**config.mk**
```make
export PLATFORM = sky130hd
export DESIGN_NAME = emb_bus
export DESIGN_NICKNAME = d
export VERILOG_FILES = /design/src/logic/emb_pkg.sv /design/src/logic/emb_bus.sv
export SDC_FILE = /design/constraint.sdc
export NUM_CORES = 2
export LEC_CHECK = 0
export BUFFER_PORTS_ARGS = -buffer_cell sky130_fd_sc_hd__buf_2
export CAP_MARGIN = 0
export CORE_MARGIN = 3
export CORE_UTILIZATION = 45
export CTS_CLUSTER_SIZE = 20
export DETAILED_ROUTE_END_ITERATION = 8
export PLACE_DENSITY_LB_ADDON = 0.3
export SETUP_SLACK_MARGIN = 0.05
export SYNTH_ARGS = -nofsm -noshare
export SYNTH_HDL_FRONTEND = slang
export SYNTH_SLANG_ARGS = --single-unit
```
**constraint.sdc**
```tcl
create_clock -name core_clk -period 4.35 [get_ports core_clk]
set_input_delay 0.2175 -clock core_clk [delete_from_list [all_inputs] [get_ports core_clk]]
set_output_delay 0.2175 -clock core_clk [all_outputs]
set_load 0.02 [all_outputs]
```
**src/logic/emb_pkg.sv**
```systemverilog
package emb_pkg;
   // Register offsets on the special-register port
   localparam logic [7:0] EXTERNAL_PAGE_BYTE_OFS = 8'h92;
   localparam logic [7:0] CONFIG_INDEX_LO_OFS = 8'h93;
   localparam logic [7:0] CONFIG_INDEX_HI_OFS = 8'h94;
   localparam logic [7:0] CONFIG_VALUE_OFS = 8'h95;
   // Configuration memory map
   localparam logic [15:0] CONFIG_BASE = 16'h8000;
   localparam logic [15:0] PORT_FUNCTION_CONFIG_ADDR = 16'h807e;
   localparam logic [15:0] FLASH_PARTITION_CONFIG_ADDR = 16'h807f;
   localparam logic [15:0] CONFIG_LOCK_LO = 16'h8070;
   localparam logic [15:0] CONFIG_LOCK_HI = 16'h8079;
   localparam int CONFIG_BYTES = 128;
   localparam logic [7:0] CONFIG_ERASED = 8'hff;
   localparam logic [7:0] EXTERNAL_PAGE_RESET = 8'h00;
   localparam logic [15:0] CONFIG_INDEX_RESET = 16'h0000;
   // Field positions
   localparam int PF_P2_BIT = 0;
   localparam int PF_P0_BIT = 1;
   localparam int PART_SEL_LSB = 0;
   // Address map
   localparam logic [15:0] RESET_VECTOR = 16'h0000;
   localparam logic [15:0] BOOT_ROM_BASE = 16'hf800;
   localparam logic [15:0] SRAM_TOP = 16'h03ff;
   localparam logic [15:0] DATA_FLASH_BASE = 16'h0400;
   localparam int KB = 1024;
   // Bus strobe length in core_clk cycles and fixed bus data values
   localparam logic [3:0] STROBE_CYC = 4'h2;
   localparam logic [7:0] UNDRIVEN_READ = 8'hff;
   localparam logic [7:0] SECRET_DATA = 8'h00;

   typedef enum logic [1:0] {
      EMB_FETCH,
      EMB_READ,
      EMB_WRITE
   } emb_kind_type;

   typedef struct packed {
      emb_kind_type kind;
      logic short_addr;
      logic [15:0] addr;
      logic [7:0] wdata;
   } emb_req_type;

   typedef struct packed {
      logic [7:0] rdata;
      logic internal;
   } emb_resp_type;
endpackage

```
**src/logic/emb_bus.sv**
```systemverilog
`timescale 1ns/1ps
// What this block does
// - After reset the first instruction fetch is taken from address 0000h.
// - Internal-access pin high: fetches inside internal program range served internally.
// - Internal-access pin low: every fetch outside an enabled boot ROM goes to external program memory.
// - Pin sampled at reset; low makes all data and all code except enabled boot ROM fetches external.
// - Boot ROM enabled: fetches at F800h-FFFFh go to the boot ROM.
// - Internal program size is a build parameter of 4k, 8k, 16k or 32k.
// - Bus enabled only when port-function bits 0 and 1 are cleared.
// - Internal access data phase drives the multiplexed port to zeros.
// - Program-read strobe for fetches; read and write strobes for data.
// - Fetches use 16-bit addresses; data uses 16-bit or 8-bit addresses.
// - Either port-function bit cleared takes high port and strobe pins.
// - 8-bit data accesses hold the page byte on the high port.
// - Low address is valid on the port at the falling address-latch edge.
// - Write data stands before the write strobe and after its release.
// - Read data is sampled one core_clk cycle before the read strobe is released.
// - Bus pins are driven actively to both levels.
// - Ports default to general I/O; external accesses then leave pins unchanged.
// - External fetches put the program counter high byte on the high port.
// - User mode: configuration memory readable through index and value, never written.
// - Programming mode: all readable; writable except 8070h-8079h.
// - Port-function byte at 807Eh, partition byte at 807Fh, programming mode only.
// - Programming mode decodes 16-bit config addresses; user mode 8-bit.
// - Partitioning shrinks internal program range from its top.
// - Data SRAM at 0000h-03FFh, data flash directly above from 0400h.
module emb_bus import emb_pkg::*; #(
   parameter int PROG_KB = 32
) (
   input wire logic core_clk,
   input wire logic nrst,
   input wire logic internal_access_pin,
   input wire logic programming_mode,
   input wire logic boot_rom_en,
   input wire logic req_valid,
   input wire emb_req_type req,
   output logic req_ready,
   output logic resp_valid,
   output emb_resp_type resp,
   output logic mem_int_sel,
   input wire logic [7:0] int_rdata,
   input wire logic sfr_wr,
   input wire logic sfr_rd,
   input wire logic [7:0] sfr_addr,
   input wire logic [7:0] sfr_wdata,
   output logic [7:0] sfr_rdata,
   input wire logic [7:0] gpio_p0_out,
   input wire logic [7:0] gpio_p0_oe,
   input wire logic [7:0] gpio_p2_out,
   input wire logic [7:0] gpio_p2_oe,
   input wire logic [1:0] gpio_p3_out,
   input wire logic [1:0] gpio_p3_oe,
   input wire logic [7:0] p0_in,
   output logic [7:0] p0_out,
   output logic [7:0] p0_oe,
   output logic [7:0] p2_out,
   output logic [7:0] p2_oe,
   output logic [1:0] p3_out,
   output logic [1:0] p3_oe,
   output logic ale,
   output logic program_read_strobe_n
);

   typedef enum logic [2:0] {
      ST_STRAP,
      ST_IDLE,
      ST_DIRECT,
      ST_ADDR,
      ST_LATCH,
      ST_SETUP,
      ST_STROBE,
      ST_HOLD
   } emb_state_type;

   // Internal program top in kB after partitioning
   function automatic logic [15:0] prog_kb(input logic [2:0] sel);
      logic [15:0] dm;
      dm = 16'(data_kb(sel));
      prog_kb = (dm >= 16'(PROG_KB)) ? 16'h0000 : 16'(PROG_KB) - dm;
   endfunction

   // Data flash size in kB for a partition select
   function automatic logic [15:0] data_kb(input logic [2:0] sel);
      data_kb = 16'h0000;
      unique case (sel)
         3'h0, 3'h1: data_kb = 16'(PROG_KB);
         3'h2: data_kb = 16'h0010;
         3'h3: data_kb = 16'h0008;
         3'h4: data_kb = 16'h0004;
         3'h5: data_kb = 16'h0002;
         3'h6: data_kb = 16'h0001;
         3'h7: data_kb = 16'h0000;
      endcase
      if (data_kb > 16'(PROG_KB)) begin
         data_kb = 16'(PROG_KB);
      end
   endfunction

   logic [7:0] cfg_mem [CONFIG_BYTES];
   logic [7:0] next_cfg_byte, next_sfr_rdata;
   logic cfg_we, cfg_hit;
   logic [6:0] cfg_idx;
   logic [7:0] external_page_byte, next_external_page_byte;
   logic [15:0] config_index_reg, next_config_index_reg;
   emb_state_type state, next_state;
   emb_req_type cur, next_cur;
   logic cur_int, next_cur_int;
   logic ext_only, next_ext_only;
   logic [3:0] cnt, next_cnt;
   logic next_resp_valid, next_ale, next_prs_n;
   emb_resp_type next_resp;
   logic [7:0] next_p0_out, next_p0_oe, next_p2_out, next_p2_oe;
   logic [1:0] next_p3_out, next_p3_oe;
   logic [7:0] port_function_config, flash_partition_config;
   logic bus_en, hi_owned;
   logic [2:0] part_sel;
   logic [7:0] hi_byte;

   assign port_function_config = cfg_mem[PORT_FUNCTION_CONFIG_ADDR[6:0]];
   assign flash_partition_config = cfg_mem[FLASH_PARTITION_CONFIG_ADDR[6:0]];
   assign part_sel = flash_partition_config[PART_SEL_LSB +: 3];
   assign bus_en = ~port_function_config[PF_P2_BIT] & ~port_function_config[PF_P0_BIT];
   assign hi_owned = ~port_function_config[PF_P2_BIT] | ~port_function_config[PF_P0_BIT];

   // Decide whether an access is served internally
   function automatic logic is_internal(input emb_req_type r, input logic xo,
                                        input logic [2:0] sel, input logic boot);
      logic [16:0] top;
      top = 17'(prog_kb(sel)) * 17'(KB);
      is_internal = 1'b0;
      if (r.kind == EMB_FETCH) begin
         if (boot && r.addr >= BOOT_ROM_BASE) begin
            is_internal = 1'b1;
         end else begin
            is_internal = !xo && (17'(r.addr) < top);
         end
      end else if (!xo) begin
         top = 17'(DATA_FLASH_BASE) + 17'(data_kb(sel)) * 17'(KB);
         is_internal = r.short_addr ? 1'b1 : (17'(r.addr) < top);
      end
   endfunction

   // Configuration memory index decode
   always_comb begin
      cfg_hit = programming_mode ? (config_index_reg[15:7] == CONFIG_BASE[15:7])
                                 : ~config_index_reg[7];
      cfg_idx = config_index_reg[6:0];
   end

   // Special-register port
   always_comb begin
      next_external_page_byte = external_page_byte;
      next_config_index_reg = config_index_reg;
      next_sfr_rdata = sfr_rdata;
      cfg_we = 1'b0;
      next_cfg_byte = sfr_wdata;
      if (sfr_wr) begin
         unique case (sfr_addr)
            EXTERNAL_PAGE_BYTE_OFS: next_external_page_byte = sfr_wdata;
            CONFIG_INDEX_LO_OFS: next_config_index_reg[7:0] = sfr_wdata;
            CONFIG_INDEX_HI_OFS: next_config_index_reg[15:8] = sfr_wdata;
            CONFIG_VALUE_OFS: begin
               cfg_we = programming_mode && cfg_hit &&
                        !(config_index_reg >= CONFIG_LOCK_LO &&
                          config_index_reg <= CONFIG_LOCK_HI);
            end
            default: ;
         endcase
      end
      if (sfr_rd) begin
         unique case (sfr_addr)
            EXTERNAL_PAGE_BYTE_OFS: next_sfr_rdata = external_page_byte;
            CONFIG_INDEX_LO_OFS: next_sfr_rdata = config_index_reg[7:0];
            CONFIG_INDEX_HI_OFS: next_sfr_rdata = config_index_reg[15:8];
            CONFIG_VALUE_OFS: next_sfr_rdata = cfg_hit ? cfg_mem[cfg_idx] : CONFIG_ERASED;
            default: next_sfr_rdata = 8'h00;
         endcase
      end
   end

   always_ff @(posedge core_clk or negedge nrst) begin
      if (!nrst) begin
         external_page_byte <= EXTERNAL_PAGE_RESET;
         config_index_reg <= CONFIG_INDEX_RESET;
         sfr_rdata <= 8'h00;
         for (int i = 0; i < CONFIG_BYTES; i++) begin
            cfg_mem[i] <= CONFIG_ERASED;
         end
      end else begin
         external_page_byte <= next_external_page_byte;
         config_index_reg <= next_config_index_reg;
         sfr_rdata <= next_sfr_rdata;
         if (cfg_we) begin
            cfg_mem[cfg_idx] <= next_cfg_byte;
         end
      end
   end

   // High address byte of the current access
   assign hi_byte = (cur.kind != EMB_FETCH && cur.short_addr) ? external_page_byte
                    : cur.addr[15:8];

   assign req_ready = (state == ST_IDLE);
   assign mem_int_sel = cur_int && (state != ST_IDLE) && (state != ST_STRAP);

   // Bus cycle sequencer
   always_comb begin
      next_state = state;
      next_cur = cur;
      next_cur_int = cur_int;
      next_ext_only = ext_only;
      next_cnt = cnt;
      next_resp_valid = 1'b0;
      next_resp = resp;
      next_ale = 1'b0;
      next_prs_n = 1'b1;
      next_p0_out = gpio_p0_out;
      next_p0_oe = gpio_p0_oe;
      next_p2_out = hi_owned ? p2_out : gpio_p2_out;
      next_p2_oe = hi_owned ? 8'hff : gpio_p2_oe;
      next_p3_out = hi_owned ? 2'b11 : gpio_p3_out;
      next_p3_oe = hi_owned ? 2'b11 : gpio_p3_oe;
      if (bus_en) begin
         next_p0_out = p0_out;
         next_p0_oe = p0_oe;
      end
      unique case (state)
         ST_STRAP: begin
            next_ext_only = ~internal_access_pin;
            next_state = ST_IDLE;
         end
         ST_IDLE: begin
            if (req_valid) begin
               next_cur = req;
               if (req.kind != EMB_FETCH && req.short_addr) begin
                  next_cur.addr = {8'h00, req.addr[7:0]};
               end
               next_cur_int = is_internal(req, ext_only, part_sel, boot_rom_en);
               next_state = bus_en ? ST_ADDR : ST_DIRECT;
            end
         end
         ST_DIRECT: begin
            next_resp_valid = 1'b1;
            next_resp.internal = cur_int;
            next_resp.rdata = cur_int ? int_rdata : UNDRIVEN_READ;
            next_state = ST_IDLE;
         end
         ST_ADDR: begin
            next_ale = 1'b1;
            next_p0_out = cur.addr[7:0];
            next_p0_oe = 8'hff;
            next_p2_out = hi_byte;
            next_state = ST_LATCH;
         end
         ST_LATCH: begin
            next_p2_out = hi_byte;
            next_state = ST_SETUP;
         end
         ST_SETUP: begin
            next_p2_out = hi_byte;
            if (cur_int) begin
               next_p0_out = SECRET_DATA;
               next_p0_oe = 8'hff;
            end else if (cur.kind == EMB_WRITE) begin
               next_p0_out = cur.wdata;
               next_p0_oe = 8'hff;
            end else begin
               next_p0_oe = 8'h00;
            end
            next_cnt = STROBE_CYC;
            next_state = ST_STROBE;
         end
         ST_STROBE: begin
            next_p2_out = hi_byte;
            if (!cur_int) begin
               unique case (cur.kind)
                  EMB_FETCH: next_prs_n = 1'b0;
                  EMB_READ: next_p3_out = 2'b01;
                  EMB_WRITE: next_p3_out = 2'b10;
                  default: ;
               endcase
            end
            next_cnt = cnt - 4'h1;
            if (cnt == 4'h1) begin
               next_state = ST_HOLD;
               next_resp.internal = cur_int;
               next_resp.rdata = cur_int ? int_rdata : p0_in;
            end
         end
         ST_HOLD: begin
            next_p2_out = hi_byte;
            next_resp_valid = 1'b1;
            next_state = ST_IDLE;
         end
         default: next_state = ST_IDLE;
      endcase
   end

   always_ff @(posedge core_clk or negedge nrst) begin
      if (!nrst) begin
         state <= ST_STRAP;
         cur <= '{kind: EMB_FETCH, short_addr: 1'b0, addr: RESET_VECTOR, wdata: 8'h00};
         cur_int <= 1'b0;
         ext_only <= 1'b0;
         cnt <= 4'h0;
         resp_valid <= 1'b0;
         resp <= '0;
         ale <= 1'b0;
         program_read_strobe_n <= 1'b1;
         p0_out <= 8'h00;
         p0_oe <= 8'h00;
         p2_out <= 8'h00;
         p2_oe <= 8'h00;
         p3_out <= 2'b11;
         p3_oe <= 2'b00;
      end else begin
         state <= next_state;
         cur <= next_cur;
         cur_int <= next_cur_int;
         ext_only <= next_ext_only;
         cnt <= next_cnt;
         resp_valid <= next_resp_valid;
         resp <= next_resp;
         ale <= next_ale;
         program_read_strobe_n <= next_prs_n;
         p0_out <= next_p0_out;
         p0_oe <= next_p0_oe;
         p2_out <= next_p2_out;
         p2_oe <= next_p2_oe;
         p3_out <= next_p3_out;
         p3_oe <= next_p3_oe;
      end
   end

endmodule

```
; After elaboration in Yosys (flattened, before gate mapping)
; Memory sizes are Yosys's and may differ from the RTL's.
; Cells that the tools add are included.
; W data, S select, Z words.
[op_classes]
multipliers = 0
n_reduce_logical = 29
mux = 62
add_sub_neg = 3
order_cmp = 10
eq_ne = 20
shifts = 0
n_div = 0
bitwise = 7
[op_table]
columns = operator, n
row1 = $bwmux W1024, 1
row2 = $mux W16, 10
row3 = $mux W8, 16
row4 = $bmux W8 S7, 1
row5 = $demux W8 S7, 1
row6 = $mux W7, 6
row7 = $lt A16 B17 Y1, 2
row8 = $eq A8 B8 Y1 const B, 4
row9 = $ge A16 B16 Y1 const B, 2
row10 = $gt A16 B6 Y1 const B, 2
row11 = $pmux W8 S2, 2
row12 = $pmux W8 S4, 1
row13 = $pmux W3 S6, 1
row14 = $pmux W9 S2, 1
row15 = $add A11 B17 Y17 const A, 1
row16 = $ge A16 B6 Y1 const B, 1
row17 = $le A16 B16 Y1 const B, 1
row18 = $mux W1, 13
row19 = $eq A3 B3 Y1 const B, 4
row20 = $reduce_and A2 Y1, 6
row21 = $logic_and A1 B1 Y1, 10
row22 = $eq A9 B9 Y1 const B, 1
row23 = $mux W9, 1
row24 = $ge A8 B8 Y1 const B, 1
row25 = other kinds (26), 42
[totals]
reg_bits = 1140
mem_bits_rw = 0
elab_cells = 284
rom_bits = 96
latch_bits = 0
memories = 2
output_inout_bits = 58
inputBits = 103
[mem_list]
columns = memory, depth, word_bits, rd, rd_clocked_by_memory_dff, write_ports, line
row1 = (name not given), 8, 6, 1, 0, 0, emb_bus.sv:85  ; unique case (sel)
row2 = (name not given), 8, 6, 1, 0, 0, emb_bus.sv:85

; Longest topological paths before layout
; An unclocked memory read counts as a cell.
[logic_depth]
ltp_word = 16
depth_mapped = 12
mapped_depth_nobuf = 12

; Worst setup path after synthesis
; Ideal clock, no wire load.
[synth_path]
kind = register to register
from = register config_index_reg[0]
to = register sfr_rdata[2]
slack_ps = 1734
path_stages_with_launch = 10
required_time_ps = 4203
setup_ps = 147
synth_period_minus_slack_ps = 2616
t_arrival_ps = 2469
n_path_buf = 4
path_cell_list = dfrtp_1 buf_2 buf_4 buf_2 buf_2 mux4_2 nand2_1 a21oi_1 o41ai_1 a41oi_1
[synth_between]
elab_chain_cells = 6
[synth_lines]
columns = item, line
row1 = "start, declared", emb_bus.sv:104  ; logic [15:0] config_index_reg, next_config_index_reg;
row2 = "start signal, assigned", emb_bus.sv:191  ; config_index_reg <= next_config_index_reg;
row3 = $not A7 Y8 (not written as such), emb_bus.sv:175  ; CONFIG_VALUE_OFS: next_sfr_rdata = cfg_hit ? cfg_mem[cfg_idx] : CONFIG_ERASED;
row4 = $bmux W8 S7, emb_bus.sv:175
row5 = $mux W8 (not written as such) (2 in a row), emb_bus.sv:175
row6 = $mux W8, emb_bus.sv:175
row7 = $pmux W8 S4, emb_bus.sv:171  ; unique case (sfr_addr)
row8 = "end signal, assigned", emb_bus.sv:192  ; sfr_rdata <= next_sfr_rdata;
row9 = "end, declared", emb_bus.sv:46  ; output logic [7:0] sfr_rdata,
; Every way passes these cells. The select of a mux whose other input is x is not followed.
; A chain may end at the register's enable or synchronous reset.

; Worst setup path in the final report
[layout_path]
from = register config_index_reg[2]
to = register sfr_rdata[2]
[layout_between]
elab_chain_cells = 6
[layout_lines]
columns = item, line
row1 = $not A7 Y8 (not written as such), emb_bus.sv:175
row2 = $bmux W8 S7, emb_bus.sv:175
row3 = $mux W8 (not written as such) (2 in a row), emb_bus.sv:175
row4 = $mux W8, emb_bus.sv:175
row5 = $pmux W8 S4 (*), emb_bus.sv:171
; Every way passes the cells marked *; elsewhere a longest branch is shown, timed or not. The select of a mux whose other input is x is not followed.

==> impl_results.md <==
- Worst min-delay path endpoint: cfg_mem[610]
- Synth-to-Final Area Change: 14.38%
- GRT Total Usage: 0.2566
- Hold_sp: sfr_wdata[2]
- Port bufs: 160
- Max-slew headroom: 0.1002
- Final #Nets: 4192
- RSZ-0062 raised after global routing: false
- Drt total wl: 157.7 mm
- CP top delay family: compound AO/OA/AOI/OAI gates
- Max Clock Skew: 0.03889 ns
- Antenna violation net count after detailed routing: 0
- R2R depth: 7
- Initial Util: 0.4552
- Maximum vdd drop: 403.5 uV
- Total gr overflow: 0
- Asr flop ratio synth: 1.000
- Outcome: finished clean
- Vias in the first global route: 35940
- Tcrit/Tclk final: 0.8667
- Level count of the clock H-tree: 3
- Worst reg2reg path endpoint: sfr_rdata[2]
- Dpl hpwl: 102.4 mm
- Layout cells sized above 1: 0.6445
- Max reg flops: 1008
- CTS tree: built
- # clock sinks: 1140
- Final instance area: 60750 sq um
- Critical path launch point type: flop
- Synth Instances: 3922
- Slowest cell delay on critical path: 1.08 ns
- Reg-to-Reg Start: config_index_reg[2]
- Slew Limit Fails: 0
- Synthesized area per cell: 13.54 sq um
- Die Y: 349.5 um
- Pleak: 24.96 nW
- Crit path max fanout: 24
- Top_reg_cell synth: dfstp_2
- Setup bufs post-CTS: 0
- Via density per instance: 6.180
- Arr. time, crit path: 4.31 ns
- Reg2Reg Setup Slack: 0.58 ns
- Initial antenna violation count: 2
- Boundary pin count: 161
- Largest net degree at the start of global routing: 148
- Critical path class: flop to flop
- Die width: 349.5 um
- Req. time, crit path: 4.89 ns
- First-pass DRT Iterations: 6
- Initial DRC Count: 2805
- Clock buffer depth: 3
- Core box area: 116700 sq um
- Crit path time final: 3.770 ns
- Final Non-Filler Cells: 5693
- Area after DPL: 55800 sq um
- Yosys warns: 0
- Post-synth EDFFs: 0
- DR WL/cell: 27.70 um
- Final setup viols: 0
- Pwr Density: 400.9 nW/um^2
- Sequential element share of the synthesized area: 0.5613
- Post-synthesis register bit count: 1140
- CTS clk-pin slew, worst paths: 0.06 ns
- Cell Area, Synth: 53110 sq um
- CTS root buffer: clkbuf_16
- Yosys cell types: 79
- Die ar.: 122200 sq um
- Row count: 125
- Worst path bufs/invs: 1
- Worst Tran Pin Value: 1.348 ns
- Total CTS buffers: 117
- Hold crit path type: input port to flop
- WHS Path Cells: 2
- Final hold viol count: 0
- MaxCap Viol Count: 0
- Skew-Pair Late Insertion Delay: 0.72 ns
- First-pass GRT wire length: 238.2 mm
- DRC viols: 0
- Gpl congestion: 0.9324
- Max Freq: 265.2 MHz
- Worst-path cell chain: and2_2 -> buf_4 -> a221oi_1 -> o22a_1 -> o22ai_1 -> o41ai_1 -> a41oi_1
- Crit-path slowest cell: o41ai_1
- Setup_tns: 0 ns
- Net Count, Synth: 4046
- Number of cells after detailed placement: 5384
- Via Count: 35180
- Crit path capture type: flop
-- kinds of logic after synthesis --
family / count (synthesis) / share of synthesized area
muxes: 1188 / 0.2709
and+or+nand+nor: 572 / 0.05091
DFF: 1140 / 0.5613
xor gates and xnor gates: 4 / 0.0006598
adders and majority gates: 21 / 0.004947
buffers and inverters: 386 / 0.02935
AOI/OAI and AO/OA: 611 / 0.08187
-- power breakdown --
group          internal, mW  total (mW)  switching (mW)
registers              11.0        11.2           0.254
logic                 0.808        2.58            1.77
clock network          6.20        10.5            4.34
-- layout by cell type, fill, tap and decap left out, types with 14 or more instances in the layout --
cell and n:
a22oi_1 76, nand2_1 286, mux4_2 99, dlygate4sd3_1 88, buf_4 129, a211oi_1 18
clkinv_2 18, ha_1 21, nor2b_1 25, clkbuf_16 118, mux2_2 1007, a221oi_1 156
nand3_1 21, a31oi_1 14, dfstp_2 1027, buf_2 151, mux2i_1 82, a21oi_1 102
o21ai_0 100, o22ai_1 35, or2_2 15, clkbuf_1 31, clkbuf_8 29, inv_1 17
nor2_1 121, buf_12 21, dfrtp_1 108
-- Yosys cell counts (11+ instances only) --
library cell  number  area (sq um)
dfstp_2         1027         26980
dfrtp_1          113          2828
o22ai_1           35         219.0
nand2b_1          13         81.33
a22o_1            11         96.34
ha_1              21         262.8
mux2_2          1007         11340
buf_1             28         105.1
mux4_2            99          2230
nor2b_1           28         175.2
a31oi_1           14         87.58
inv_1             18         67.56
o21ai_0          100         500.5
a221oi_1         156          1366
or2_2             15         93.84
a22oi_1           76         570.6
a21oi_1          102         510.5
nor3_1            17         85.08
mux2i_1           82         820.8
clkbuf_1         267          1002
nand3_1           21         105.1
a211oi_1          18         135.1
buf_2             64         320.3
nor2_1           124         465.5
nand2_1          286          1074
-- per-layer routing --
metal | GRT usage | routed length [um] | up-vias
li1 | - | - | 14750
met1 | 0.3542 | 67100 | 18590
met2 | 0.3991 | 71860 | 1454
met3 | 0.05227 | 11790 | 384
met4 | 0.09997 | 6942 | 0
met5 | 0 | 0 | -
-- worst max path at each step --
| stage | depth (start not counted) | endpoint | from | slack (ns) |
|---|---|---|---|---|
| 3_3_place_gp | 7 | sfr_rdata[2] | config_index_reg[1] | 0.76 |
| 2_1_floorplan | 9 | sfr_rdata[2] | config_index_reg[0] | 1.73 |
| 5_1_grt | 9 | sfr_rdata[0] | config_index_reg[2] | 0.29 |
| 6_report | 7 | sfr_rdata[2] | config_index_reg[2] | 0.58 |
| 4_1_cts | 9 | sfr_rdata[0] | config_index_reg[2] | 0.73 |
| 3_5_place_dp | 9 | sfr_rdata[0] | config_index_reg[2] | 0.76 |
-- layout make-up --
class	instances	area, sq um
fill	9775	55920
sequential	1140	29830
multi-input combinational	2396	21820
clock buffer	178	3468
timing repair buffer	391	3050
tap	1524	1907
clock inverter	39	583.1
inverter	22	83.83
antenna	3	7.507
-- through the flow --
stage / hold slack, ns / utilization / power, mW / worst slack [ns]
global placement: 0.3485 / 0.4782 / 13.76 / 0.7572
detailed placement: 0.3356 / 0.4783 / 13.82 / 0.7590
finish: 0.07383 / 0.5207 / 24.35 / 0.5798
floorplan: -0.07809 / - / 12.73 / 1.734
CTS: 0.03297 / 0.5206 / 24.46 / 0.7316
global route: 0.06761 / 0.5206 / 25.20 / 0.2916
-- what timing repair did --
action                    in CTS  in global routing
hold endpoints to repair     123                  0
hold buffers                  88                  0
resized for setup              0                  0
Power figures use the tool's default switching activity.
